$ cat config.mk
export PLATFORM = sky130hd
export DESIGN_NAME = supply_monitor_irq_flags
export DESIGN_NICKNAME = d
export VERILOG_FILES = /design/src/supply_monitor_pkg.sv /design/src/supply_monitor_irq_flags.sv
export SDC_FILE = /design/constraint.sdc
export NUM_CORES = 1
export LEC_CHECK = 0
export BUFFER_PORTS_ARGS = -buffer_cell sky130_fd_sc_hd__clkbuf_2
export CELL_PAD_IN_SITES_DETAIL_PLACEMENT = 2
export CELL_PAD_IN_SITES_GLOBAL_PLACEMENT = 2
export CORE_UTILIZATION = 30
export DETAILED_ROUTE_END_ITERATION = 16
export GPL_ROUTABILITY_DRIVEN = 1
export PLACE_DENSITY = 0.83
export SLEW_MARGIN = 20
export SYNTH_ARGS = -nofsm -noshare
export SYNTH_HDL_FRONTEND = slang
export SYNTH_SLANG_ARGS = --single-unit
export TNS_END_PERCENT = 1
$ cat constraint.sdc
create_clock -name sys_clk -period 1.9 [get_ports sys_clk]
set_input_delay 0 -clock sys_clk [delete_from_list [all_inputs] [get_ports sys_clk]]
set_output_delay 0 -clock sys_clk [all_outputs]
set_load 0.05 [all_outputs]
$ cat src/supply_monitor_pkg.sv
package supply_monitor_pkg;

   // Bus geometry.
   localparam int ADDR_W = 8;
   localparam int DATA_W = 32;
   localparam int LANE_W = 4;
   localparam int BYTE_W = 8;

   // Register byte offsets.
   localparam logic [ADDR_W-1:0] OFS_INTEN_CLR = 8'h00;
   localparam logic [ADDR_W-1:0] OFS_INTEN_SET = 8'h04;
   localparam logic [ADDR_W-1:0] OFS_INTFLAG   = 8'h08;
   localparam logic [ADDR_W-1:0] OFS_STATUS    = 8'h0C;
   localparam logic [ADDR_W-1:0] OFS_CTRL      = 8'h10;

   // Flag, enable and status layout.
   localparam int FLAG_W             = 6;
   localparam int POS_IO_READY       = 0;
   localparam int POS_IO_DETECT      = 1;
   localparam int POS_IO_SYNC_READY  = 2;
   localparam int POS_CORE_READY     = 3;
   localparam int POS_CORE_DETECT    = 4;
   localparam int POS_CORE_SYNC_RDY  = 5;

   // Control register layout.
   localparam int CTRL_W             = 4;
   localparam int POS_CTRL_CORE_EN   = 0;
   localparam int POS_CTRL_IO_EN     = 1;
   localparam int POS_CTRL_PIN_A     = 2;
   localparam int POS_CTRL_PIN_B     = 3;

   // Reset values.
   localparam logic [FLAG_W-1:0] RST_FLAG  = 6'h00;
   localparam logic [FLAG_W-1:0] RST_INTEN = 6'h00;
   localparam logic [CTRL_W-1:0] RST_CTRL  = 4'h0;
   localparam logic [DATA_W-1:0] RST_RDATA = 32'h00000000;

   // Synchroniser depth for monitor status inputs.
   localparam int SYNC_STAGES = 3;

endpackage : supply_monitor_pkg

$ cat src/supply_monitor_irq_flags.sv
`timescale 1ns/1ps

module supply_monitor_irq_flags (
   // Clock and reset.
   input  wire  logic                                 sys_clk,
   input  wire  logic                                 rst_n,
   // Register bus.
   input  wire  logic [supply_monitor_pkg::ADDR_W-1:0] bus_addr,
   input  wire  logic [supply_monitor_pkg::DATA_W-1:0] bus_wdata,
   input  wire  logic [supply_monitor_pkg::LANE_W-1:0] bus_byte_en,
   input  wire  logic                                 bus_write,
   input  wire  logic                                 bus_read,
   output       logic [supply_monitor_pkg::DATA_W-1:0] bus_rdata,
   // Peripheral access guard.
   input  wire  logic                                 write_protect,
   // Monitor status, asynchronous to sys_clk.
   input  wire  logic [supply_monitor_pkg::FLAG_W-1:0] mon_status_raw,
   // Nonvolatile user row setting.
   input  wire  logic                                 user_row_core_mon_en,
   // Real-time counter pin claims.
   input  wire  logic                                 rtc_pin_a_drive,
   input  wire  logic                                 rtc_pin_a_level,
   input  wire  logic                                 rtc_pin_b_drive,
   input  wire  logic                                 rtc_pin_b_level,
   // Monitor enables.
   output       logic                                 core_brownout_monitor,
   output       logic                                 io_brownout_monitor,
   // Supply output pins.
   output       logic                                 supply_output_pin_a,
   output       logic                                 supply_output_pin_b,
   // Interrupt request.
   output       logic                                 irq
);

   import supply_monitor_pkg::*;

   // Flag, enable and control state; boot_loaded_ff is low only in the
   // first cycle after reset, while the user row setting is taken.
   logic [FLAG_W-1:0] flag_ff;
   logic [FLAG_W-1:0] nxt_flag;
   logic [FLAG_W-1:0] inten_ff;
   logic [FLAG_W-1:0] nxt_inten;
   logic [CTRL_W-1:0] ctrl_ff;
   logic [CTRL_W-1:0] nxt_ctrl;
   logic              boot_loaded_ff;

   // Output flip-flops; every output of the block comes from one of these
   // or straight from a register process further down.
   logic [DATA_W-1:0] rdata_ff;
   logic [DATA_W-1:0] nxt_rdata;
   logic              irq_ff;
   logic              pin_a_ff;
   logic              pin_b_ff;

   // Synchronised status and its rising edges, driven bit by bit from the
   // generate loop below.
   wire  logic [FLAG_W-1:0] status_stable;
   wire  logic [FLAG_W-1:0] status_rise;

   // Bus decode; all of it is combinational and settles within the cycle
   // in which a strobe stands.
   logic [DATA_W-1:0] lane_bits;
   logic [DATA_W-1:0] wr_ones;
   logic              hit_inten_clr;
   logic              hit_inten_set;
   logic              hit_intflag;
   logic              hit_status;
   logic              hit_ctrl;
   logic              protectable;
   logic              wr_accept;
   logic [FLAG_W-1:0] flag_clear;
   logic [FLAG_W-1:0] inten_clear;
   logic [FLAG_W-1:0] inten_set;
   logic [CTRL_W-1:0] ctrl_lane;

   // Expands byte enables into a bit mask over the data word; lane i
   // covers data bits 8i+7 down to 8i.
   function automatic logic [DATA_W-1:0] lane_mask(
      input logic [LANE_W-1:0] be
   );
      logic [DATA_W-1:0] m;
      m = '0;
      for (int i = 0; i < LANE_W; i++) begin
         m[i*BYTE_W +: BYTE_W] = {BYTE_W{be[i]}};
      end
      return m;
   endfunction : lane_mask

   // Core enable for this edge: the user row during the boot load, else the current control bit.
   // Taking the next value lets the enable appear one edge after release
   // of reset, together with the control bit that the boot load writes.
   function automatic logic nxt_ctrl_core_en();
      return boot_loaded_ff ? ctrl_ff[POS_CTRL_CORE_EN]
                            : user_row_core_mon_en;
   endfunction : nxt_ctrl_core_en

   // Per-bit three-stage synchroniser with agreement filter and edge detect.
   // The monitor status bits change on their own timing; a bit that flips
   // for a single cycle never makes the last two stages agree on it.
   genvar gi;
   for (gi = 0; gi < FLAG_W; gi++) begin : g_status
      // Three retiming stages and the last agreed level of this bit.
      logic sy1_ff;
      logic sy2_ff;
      logic sy3_ff;
      logic level_ff;

      // The first stage feeds only the second stage.
      // It may still be settling, so nothing else looks at it.
      always_ff @(posedge sys_clk or negedge rst_n) begin
         if (!rst_n) begin
            sy1_ff <= 1'b0;
            sy2_ff <= 1'b0;
            sy3_ff <= 1'b0;
         end else begin
            sy1_ff <= mon_status_raw[gi];
            sy2_ff <= sy1_ff;
            sy3_ff <= sy2_ff;
         end
      end

      // A new level is accepted once the second and third stages agree.
      // Holding the agreed level keeps a bounce from counting twice.
      always_ff @(posedge sys_clk or negedge rst_n) begin
         if (!rst_n) begin
            level_ff <= 1'b0;
         end else if (sy2_ff == sy3_ff) begin
            level_ff <= sy3_ff;
         end
      end

      // A zero-to-one change of the accepted level is one set event.
      // It stands for one cycle, the cycle in which the level is taken.
      assign status_rise[gi]   = (sy2_ff == sy3_ff) & sy3_ff & ~level_ff;
      assign status_stable[gi] = level_ff;
   end

   // Address decode of the register bus.
   // Addresses are matched in full, so each register has one offset.
   // Sub-word accesses use the word offset and pick lanes by enables.
   always_comb begin
      hit_inten_clr = (bus_addr == OFS_INTEN_CLR);
      hit_inten_set = (bus_addr == OFS_INTEN_SET);
      hit_intflag   = (bus_addr == OFS_INTFLAG);
      hit_status    = (bus_addr == OFS_STATUS);
      hit_ctrl      = (bus_addr == OFS_CTRL);
   end

   // Enable and control registers are protectable; flags are not.
   // The flags stay open so that a handler can always acknowledge an
   // interrupt, even while the guard locks the configuration.
   always_comb begin
      protectable = hit_inten_clr | hit_inten_set | hit_ctrl;
      wr_accept   = bus_write & ~(protectable & write_protect);
   end

   // Only the byte lanes that the access names carry ones.
   // A write that leaves out lane 0 therefore changes no field.
   always_comb begin
      lane_bits = lane_mask(bus_byte_en);
      wr_ones   = bus_wdata & lane_bits;
   end

   // Per-register write effects.
   // Writes to the status address or an unmapped address do nothing.
   always_comb begin
      flag_clear  = '0;
      inten_clear = '0;
      inten_set   = '0;
      if (wr_accept && hit_intflag) begin
         flag_clear = wr_ones[FLAG_W-1:0];
      end
      if (wr_accept && hit_inten_clr) begin
         inten_clear = wr_ones[FLAG_W-1:0];
      end
      if (wr_accept && hit_inten_set) begin
         inten_set = wr_ones[FLAG_W-1:0];
      end
   end

   // Flag next value: set events win over software clears.
   // Without this an edge arriving in the cycle of a clear would vanish,
   // and the interrupt that it stands for would never be raised.
   always_comb begin
      nxt_flag = (flag_ff & ~flag_clear) | status_rise;
   end

   // Sticky flags, one per monitor status bit.
   // Each position is written on its own line for traceability.
   always_ff @(posedge sys_clk or negedge rst_n) begin
      if (!rst_n) begin
         flag_ff <= RST_FLAG;
      end else begin
         flag_ff[POS_CORE_SYNC_RDY] <= nxt_flag[POS_CORE_SYNC_RDY];
         flag_ff[POS_CORE_DETECT]   <= nxt_flag[POS_CORE_DETECT];
         flag_ff[POS_CORE_READY]    <= nxt_flag[POS_CORE_READY];
         flag_ff[POS_IO_SYNC_READY] <= nxt_flag[POS_IO_SYNC_READY];
         flag_ff[POS_IO_DETECT]     <= nxt_flag[POS_IO_DETECT];
         flag_ff[POS_IO_READY]      <= nxt_flag[POS_IO_READY];
      end
   end

   // Interrupt enables, set and cleared through separate addresses.
   // Set and clear use different addresses, so they never meet.
   always_comb begin
      nxt_inten = (inten_ff | inten_set) & ~inten_clear;
   end

   // Enable register.
   // Both enable addresses read back these same bits.
   always_ff @(posedge sys_clk or negedge rst_n) begin
      if (!rst_n) begin
         inten_ff <= RST_INTEN;
      end else begin
         inten_ff <= nxt_inten;
      end
   end

   // Control bits that a write may change, lanes taken into account.
   // Lanes that the access leaves out keep their old bits.
   always_comb begin
      ctrl_lane = lane_bits[CTRL_W-1:0];
      nxt_ctrl  = ctrl_ff;
      if (wr_accept && hit_ctrl) begin
         nxt_ctrl = (ctrl_ff & ~ctrl_lane)
                  | (bus_wdata[CTRL_W-1:0] & ctrl_lane);
      end
   end

   // Marks that the user row setting has been taken after reset.
   // The user row is thus applied once per reset, and software may
   // override it from then on.
   always_ff @(posedge sys_clk or negedge rst_n) begin
      if (!rst_n) begin
         boot_loaded_ff <= 1'b0;
      end else begin
         boot_loaded_ff <= 1'b1;
      end
   end

   // Control register; the first edge after reset loads the user row.
   // A software write in that first cycle loses to the boot load.
   always_ff @(posedge sys_clk or negedge rst_n) begin
      if (!rst_n) begin
         ctrl_ff <= RST_CTRL;
      end else if (!boot_loaded_ff) begin
         ctrl_ff                   <= RST_CTRL;
         ctrl_ff[POS_CTRL_CORE_EN] <= user_row_core_mon_en;
      end else begin
         ctrl_ff <= nxt_ctrl;
      end
   end

   // Monitor enables follow the control register.
   // The core enable takes the user row at boot, then follows its control bit one edge later; see nxt_ctrl_core_en.
   // The I/O enable follows its control bit one edge later.
   always_ff @(posedge sys_clk or negedge rst_n) begin
      if (!rst_n) begin
         core_brownout_monitor <= 1'b0;
         io_brownout_monitor   <= 1'b0;
      end else begin
         core_brownout_monitor <= nxt_ctrl_core_en();
         io_brownout_monitor   <= ctrl_ff[POS_CTRL_IO_EN];
      end
   end

   // Output pins; the counter's claim overrides the control bit.
   // The claim is a level on this clock and needs no synchroniser; a
   // dropped claim hands the pin back to the control bit at the next edge.
   always_ff @(posedge sys_clk or negedge rst_n) begin
      if (!rst_n) begin
         pin_a_ff <= 1'b0;
         pin_b_ff <= 1'b0;
      end else begin
         pin_a_ff <= rtc_pin_a_drive ? rtc_pin_a_level
                                     : ctrl_ff[POS_CTRL_PIN_A];
         pin_b_ff <= rtc_pin_b_drive ? rtc_pin_b_level
                                     : ctrl_ff[POS_CTRL_PIN_B];
      end
   end

   // Interrupt request from flags gated by their enables.
   // It is built from the next flag and enable values, so it changes on
   // the same edge as the flag or enable that causes the change.
   always_ff @(posedge sys_clk or negedge rst_n) begin
      if (!rst_n) begin
         irq_ff <= 1'b0;
      end else begin
         irq_ff <= |(nxt_flag & nxt_inten);
      end
   end

   // Read data selection; unmapped addresses read as zero.
   // Byte enables are ignored on reads: the whole word is returned and a
   // narrow access takes its own lanes from it.
   always_comb begin
      nxt_rdata = RST_RDATA;
      if (bus_read) begin
         if (hit_inten_clr || hit_inten_set) begin
            nxt_rdata[FLAG_W-1:0] = inten_ff;
         end else if (hit_intflag) begin
            nxt_rdata[FLAG_W-1:0] = flag_ff;
         end else if (hit_status) begin
            nxt_rdata[FLAG_W-1:0] = status_stable;
         end else if (hit_ctrl) begin
            nxt_rdata[CTRL_W-1:0] = ctrl_ff;
         end
      end
   end

   // Read data stands for exactly the cycle after the read strobe.
   // Showing zero at all other times keeps stale data off the bus.
   always_ff @(posedge sys_clk or negedge rst_n) begin
      if (!rst_n) begin
         rdata_ff <= RST_RDATA;
      end else begin
         rdata_ff <= nxt_rdata;
      end
   end

   // Outputs come straight from flip-flops.
   // No logic sits between these registers and the pins of the block.
   assign bus_rdata           = rdata_ff;
   assign irq                 = irq_ff;
   assign supply_output_pin_a = pin_a_ff;
   assign supply_output_pin_b = pin_b_ff;

endmodule : supply_monitor_irq_flags

==> reports/metrics.cfg <==
[layout]
finalInstanceArea_um2 = 2950
n_fill_cell = 829
drive_gt1_share_pct = 30.2
num-nets-final = 333
area_growth_pct = 23.2
utilization_pct = 38.1
antenna_cells = 0
final_cell_count_no_fill = 370

[detailed_routing]
drc = 0
first_iter_violations = 56
final_antenna_net_count = 0
drt_wl_total_um = 5630
vias = 1685
wl_per_cell_um = 15.2
dr.pass1.iters = 4
vias_per_cell = 4.55

[clock_tree]
clk_path_buf_depth = 2
cts_made_buffers = 5
clk_latency_ps = 310
cts_tree = built
h-tree-depth = 2
path_clk_slew_ps = 100
cts_setup_buffers = 0
clockRootBuffer = clkbuf_8
clock_sinks = 52

[sta]
rsz0062_at_grt = no
finalClockSkew_ps = 6.81
tns_ps = 0
setup_viol = 0
post-route-min-period_ps = 1810
worst_pin_slew_ps = 667
relSlewSlack_pct = 55.5
finalHoldViolations = 0
setup_slack_ps = 92.5
drv_slew = 0
max_freq_ghz = 0.553
fin_crit_sh_pct = 95.1

[logic_synthesis]
synthCells = 196
synth_area_um2 = 2390
ys_ff_latch = 52
synth_edf_count = 0
syn_avg_cell_area_um2 = 12.2
ys_warn_count = 0
yosysSeqAreaShare_pct = 54.4
synthFlopType = dfrtp_1
async_reset_ff_share_pct = 100
yosysUniqueCellTypes = 38

[power_and_ir_drop]
pwr-share-comb_pct = 16.7
p_sw_share_pct = 29.8
power_frac_seq_pct = 54.3
p_switching_uw = 654
power_leakage_uw = 0.00138
vdd_drop_max_mv = 0.326
power_frac_clock_pct = 29.1
cellInternalPower_uw = 1540
power.density_nw_per_um2 = 744

[floorplan]
ios = 97
row_count = 32
initial_utilization_pct = 31.0
die_area_um2 = 8340
fp.coreArea_um2 = 7730
die_h_um = 91.3
die_x_um = 91.3

[placed_design]
placedCellCount = 347
globalplace.congestion = 0.776
post-place-ws_ps = -202
place_hpwl_um = 4280
postPlaceCellArea_um2 = 2710
place.port_buffers = 41

[global_route]
grt_max_degree = 53
grt-ovfl-total = 0
grt_pass1_vias = 1890
antenna_found_initial = 0
grtUsageTotal_pct = 14.8
grt_pass1_wl_um = 9380

[flow_run]
drv_cap = 0

[setup_path]
crit_fanout = 2
r2r_cells = 6
cp_data_arrival_time_ps = 1990
critical_path.endpoint_type = flop
startpoint_type = flop
worstPathRequired_ps = 2080
worstSetupPathType = flop to flop

[outcome]
status = finished, final reports clean

[min_path]
min_path_cells = 3
hold_class = primary input to flop

## what timing repair did
item | 4_1_cts | 5_1_grt
resized for setup | 0 | 2
endpoints found under the setup margin | 0 | 1
hold buffers | 15 | 0
hold endpoints to repair | 66 | 0
## final cells by class
class | instances | area, um2 | share of cell area [%]
clock buffers | 6 | 72.6 | 2.46
inverters | 5 | 18.8 | 0.637
clock inverters | 2 | 16.3 | 0.552
flip-flops and latches | 52 | 1300 | 44.1
repair buffers | 69 | 453 | 15.4
multi-input cells | 134 | 958 | 32.5
well taps | 102 | 128 | 4.33
## final timing paths
| path | from | slack, ps | end |
|---|---|---|---|
| worst max-delay path | g_status[0].sy2_ff$_DFF_PN0_ | 90 | irq$_DFF_PN0_ |
| worst min-delay path | bus_wdata[1] | 30 | inten_ff[1]$_DFF_PN0_ |
| worst min register to register | g_status[5].sy1_ff$_DFF_PN0_ | 360 | g_status[5].sy2_ff$_DFF_PN0_ |
| min in group asynchronous | rst_n | 350 | ctrl_ff[3]$_DFFE_PN0P_ |
| worst max register to register | g_status[0].sy2_ff$_DFF_PN0_ | 90 | irq$_DFF_PN0_ |
| max in group asynchronous | rst_n | 1110 | inten_ff[4]$_DFF_PN0_ |
## cell usage after synthesis (all sizes together) (3+ instances only)
master	instances	area, um2
inv	5	18.8
o311a	4	40.0
nand4	5	31.3
nand2	6	22.5
mux2	14	158
ha	6	75.1
a21oi	9	45.0
nand2b	8	50.1
mux2i	6	60.1
o2bb2ai	4	35.0
nand3	3	15.0
nor2	6	22.5
dfrtp	52	1300
clkbuf	4	15.0
buf	26	195
nor2b	10	62.6
## layer usage
| layer | share of wire [%] | track usage (%) | up-vias |
|---|---|---|---|
| met5 | 0 | 0 | - |
| met4 | 1.5 | 4.89 | 0 |
| met3 | 4.5 | 3.43 | 7 |
| met2 | 51 | 25.5 | 54 |
| met1 | 43 | 18.1 | 846 |
| li1 | - | - | 778 |
## critical path, cell delays in order (launching register included)
cell and delay, ps:
dfrtp_1 400, ha_1 200, nand2b_1 110, nor2b_2 170, a31oi_1 70, a22o_1 220, or4b_1 510
## through the flow
stage | hold WS [ps] | power [uW]
finish | 30.7 | 2190
CTS | 18.9 | 2230
detailed placement | 110 | 1560
floorplan | -296 | 1470
global route | 40.9 | 2300
global placement | 109 | 1540
## power groups by stage
stage                     registers, uW  clock network (uW)  logic, uW
final                              1190                 637        366
after CTS                          1190                 667        369
after global routing               1200                 709        395
after floorplan                    1220                   0        248
after global placement             1210                   0        332
after detailed placement           1210                   0        344
## layout by cell type, fill, tap and decap left out, types with 2 or more instances in the layout
cell type | Yosys | routed
buf_4 | 26 | 13
o21ai_1 | 2 | 2
nand2_1 | 6 | 6
dlygate4sd3_1 | 0 | 15
a31oi_1 | 2 | 2
mux2_2 | 10 | 11
nand2b_1 | 8 | 8
nor2b_1 | 10 | 9
mux2i_1 | 6 | 6
nand4b_1 | 2 | 2
conb_1 | 2 | 27
dfrtp_1 | 52 | 52
or2_2 | 2 | 2
o311a_1 | 4 | 4
mux2_1 | 4 | 3
clkbuf_2 | 0 | 41
clkbuf_8 | 0 | 5
a21oi_1 | 9 | 9
a211oi_1 | 2 | 2
nand4_1 | 5 | 5
o2bb2ai_1 | 4 | 4
ha_1 | 6 | 6
inv_1 | 5 | 5
nor2_1 | 6 | 6
a2bb2oi_1 | 2 | 2
nand3_1 | 3 | 3
## kinds of logic (layout without fill, tap and decap cells)
family,Yosys count,after routing,synth area share [%]
flops,52,52,54.4
simple gates,50,50,13.8
buf+inv,35,82,9.57
compound gates,31,31,9.73
mux,20,20,9.10
fa+ha+maj,6,6,3.14
other cells,2,27,0.314
## flip-flops by register name, indices dropped and copies added, names as in the netlist, named ones only
register               cells
boot_loaded_ff             1
inten_ff                   6
irq                        1
flag_ff                    6
supply_output_pin_a        1
g_status.sy2_ff            6
bus_rdata                  6
g_status.sy3_ff            6
g_status.sy1_ff            6
supply_output_pin_b        1
ctrl_ff                    3
g_status.level_ff          6
io_brownout_monitor        1
core_brownout_monitor      1
Note: power is estimated with default switching activity, not from simulation.
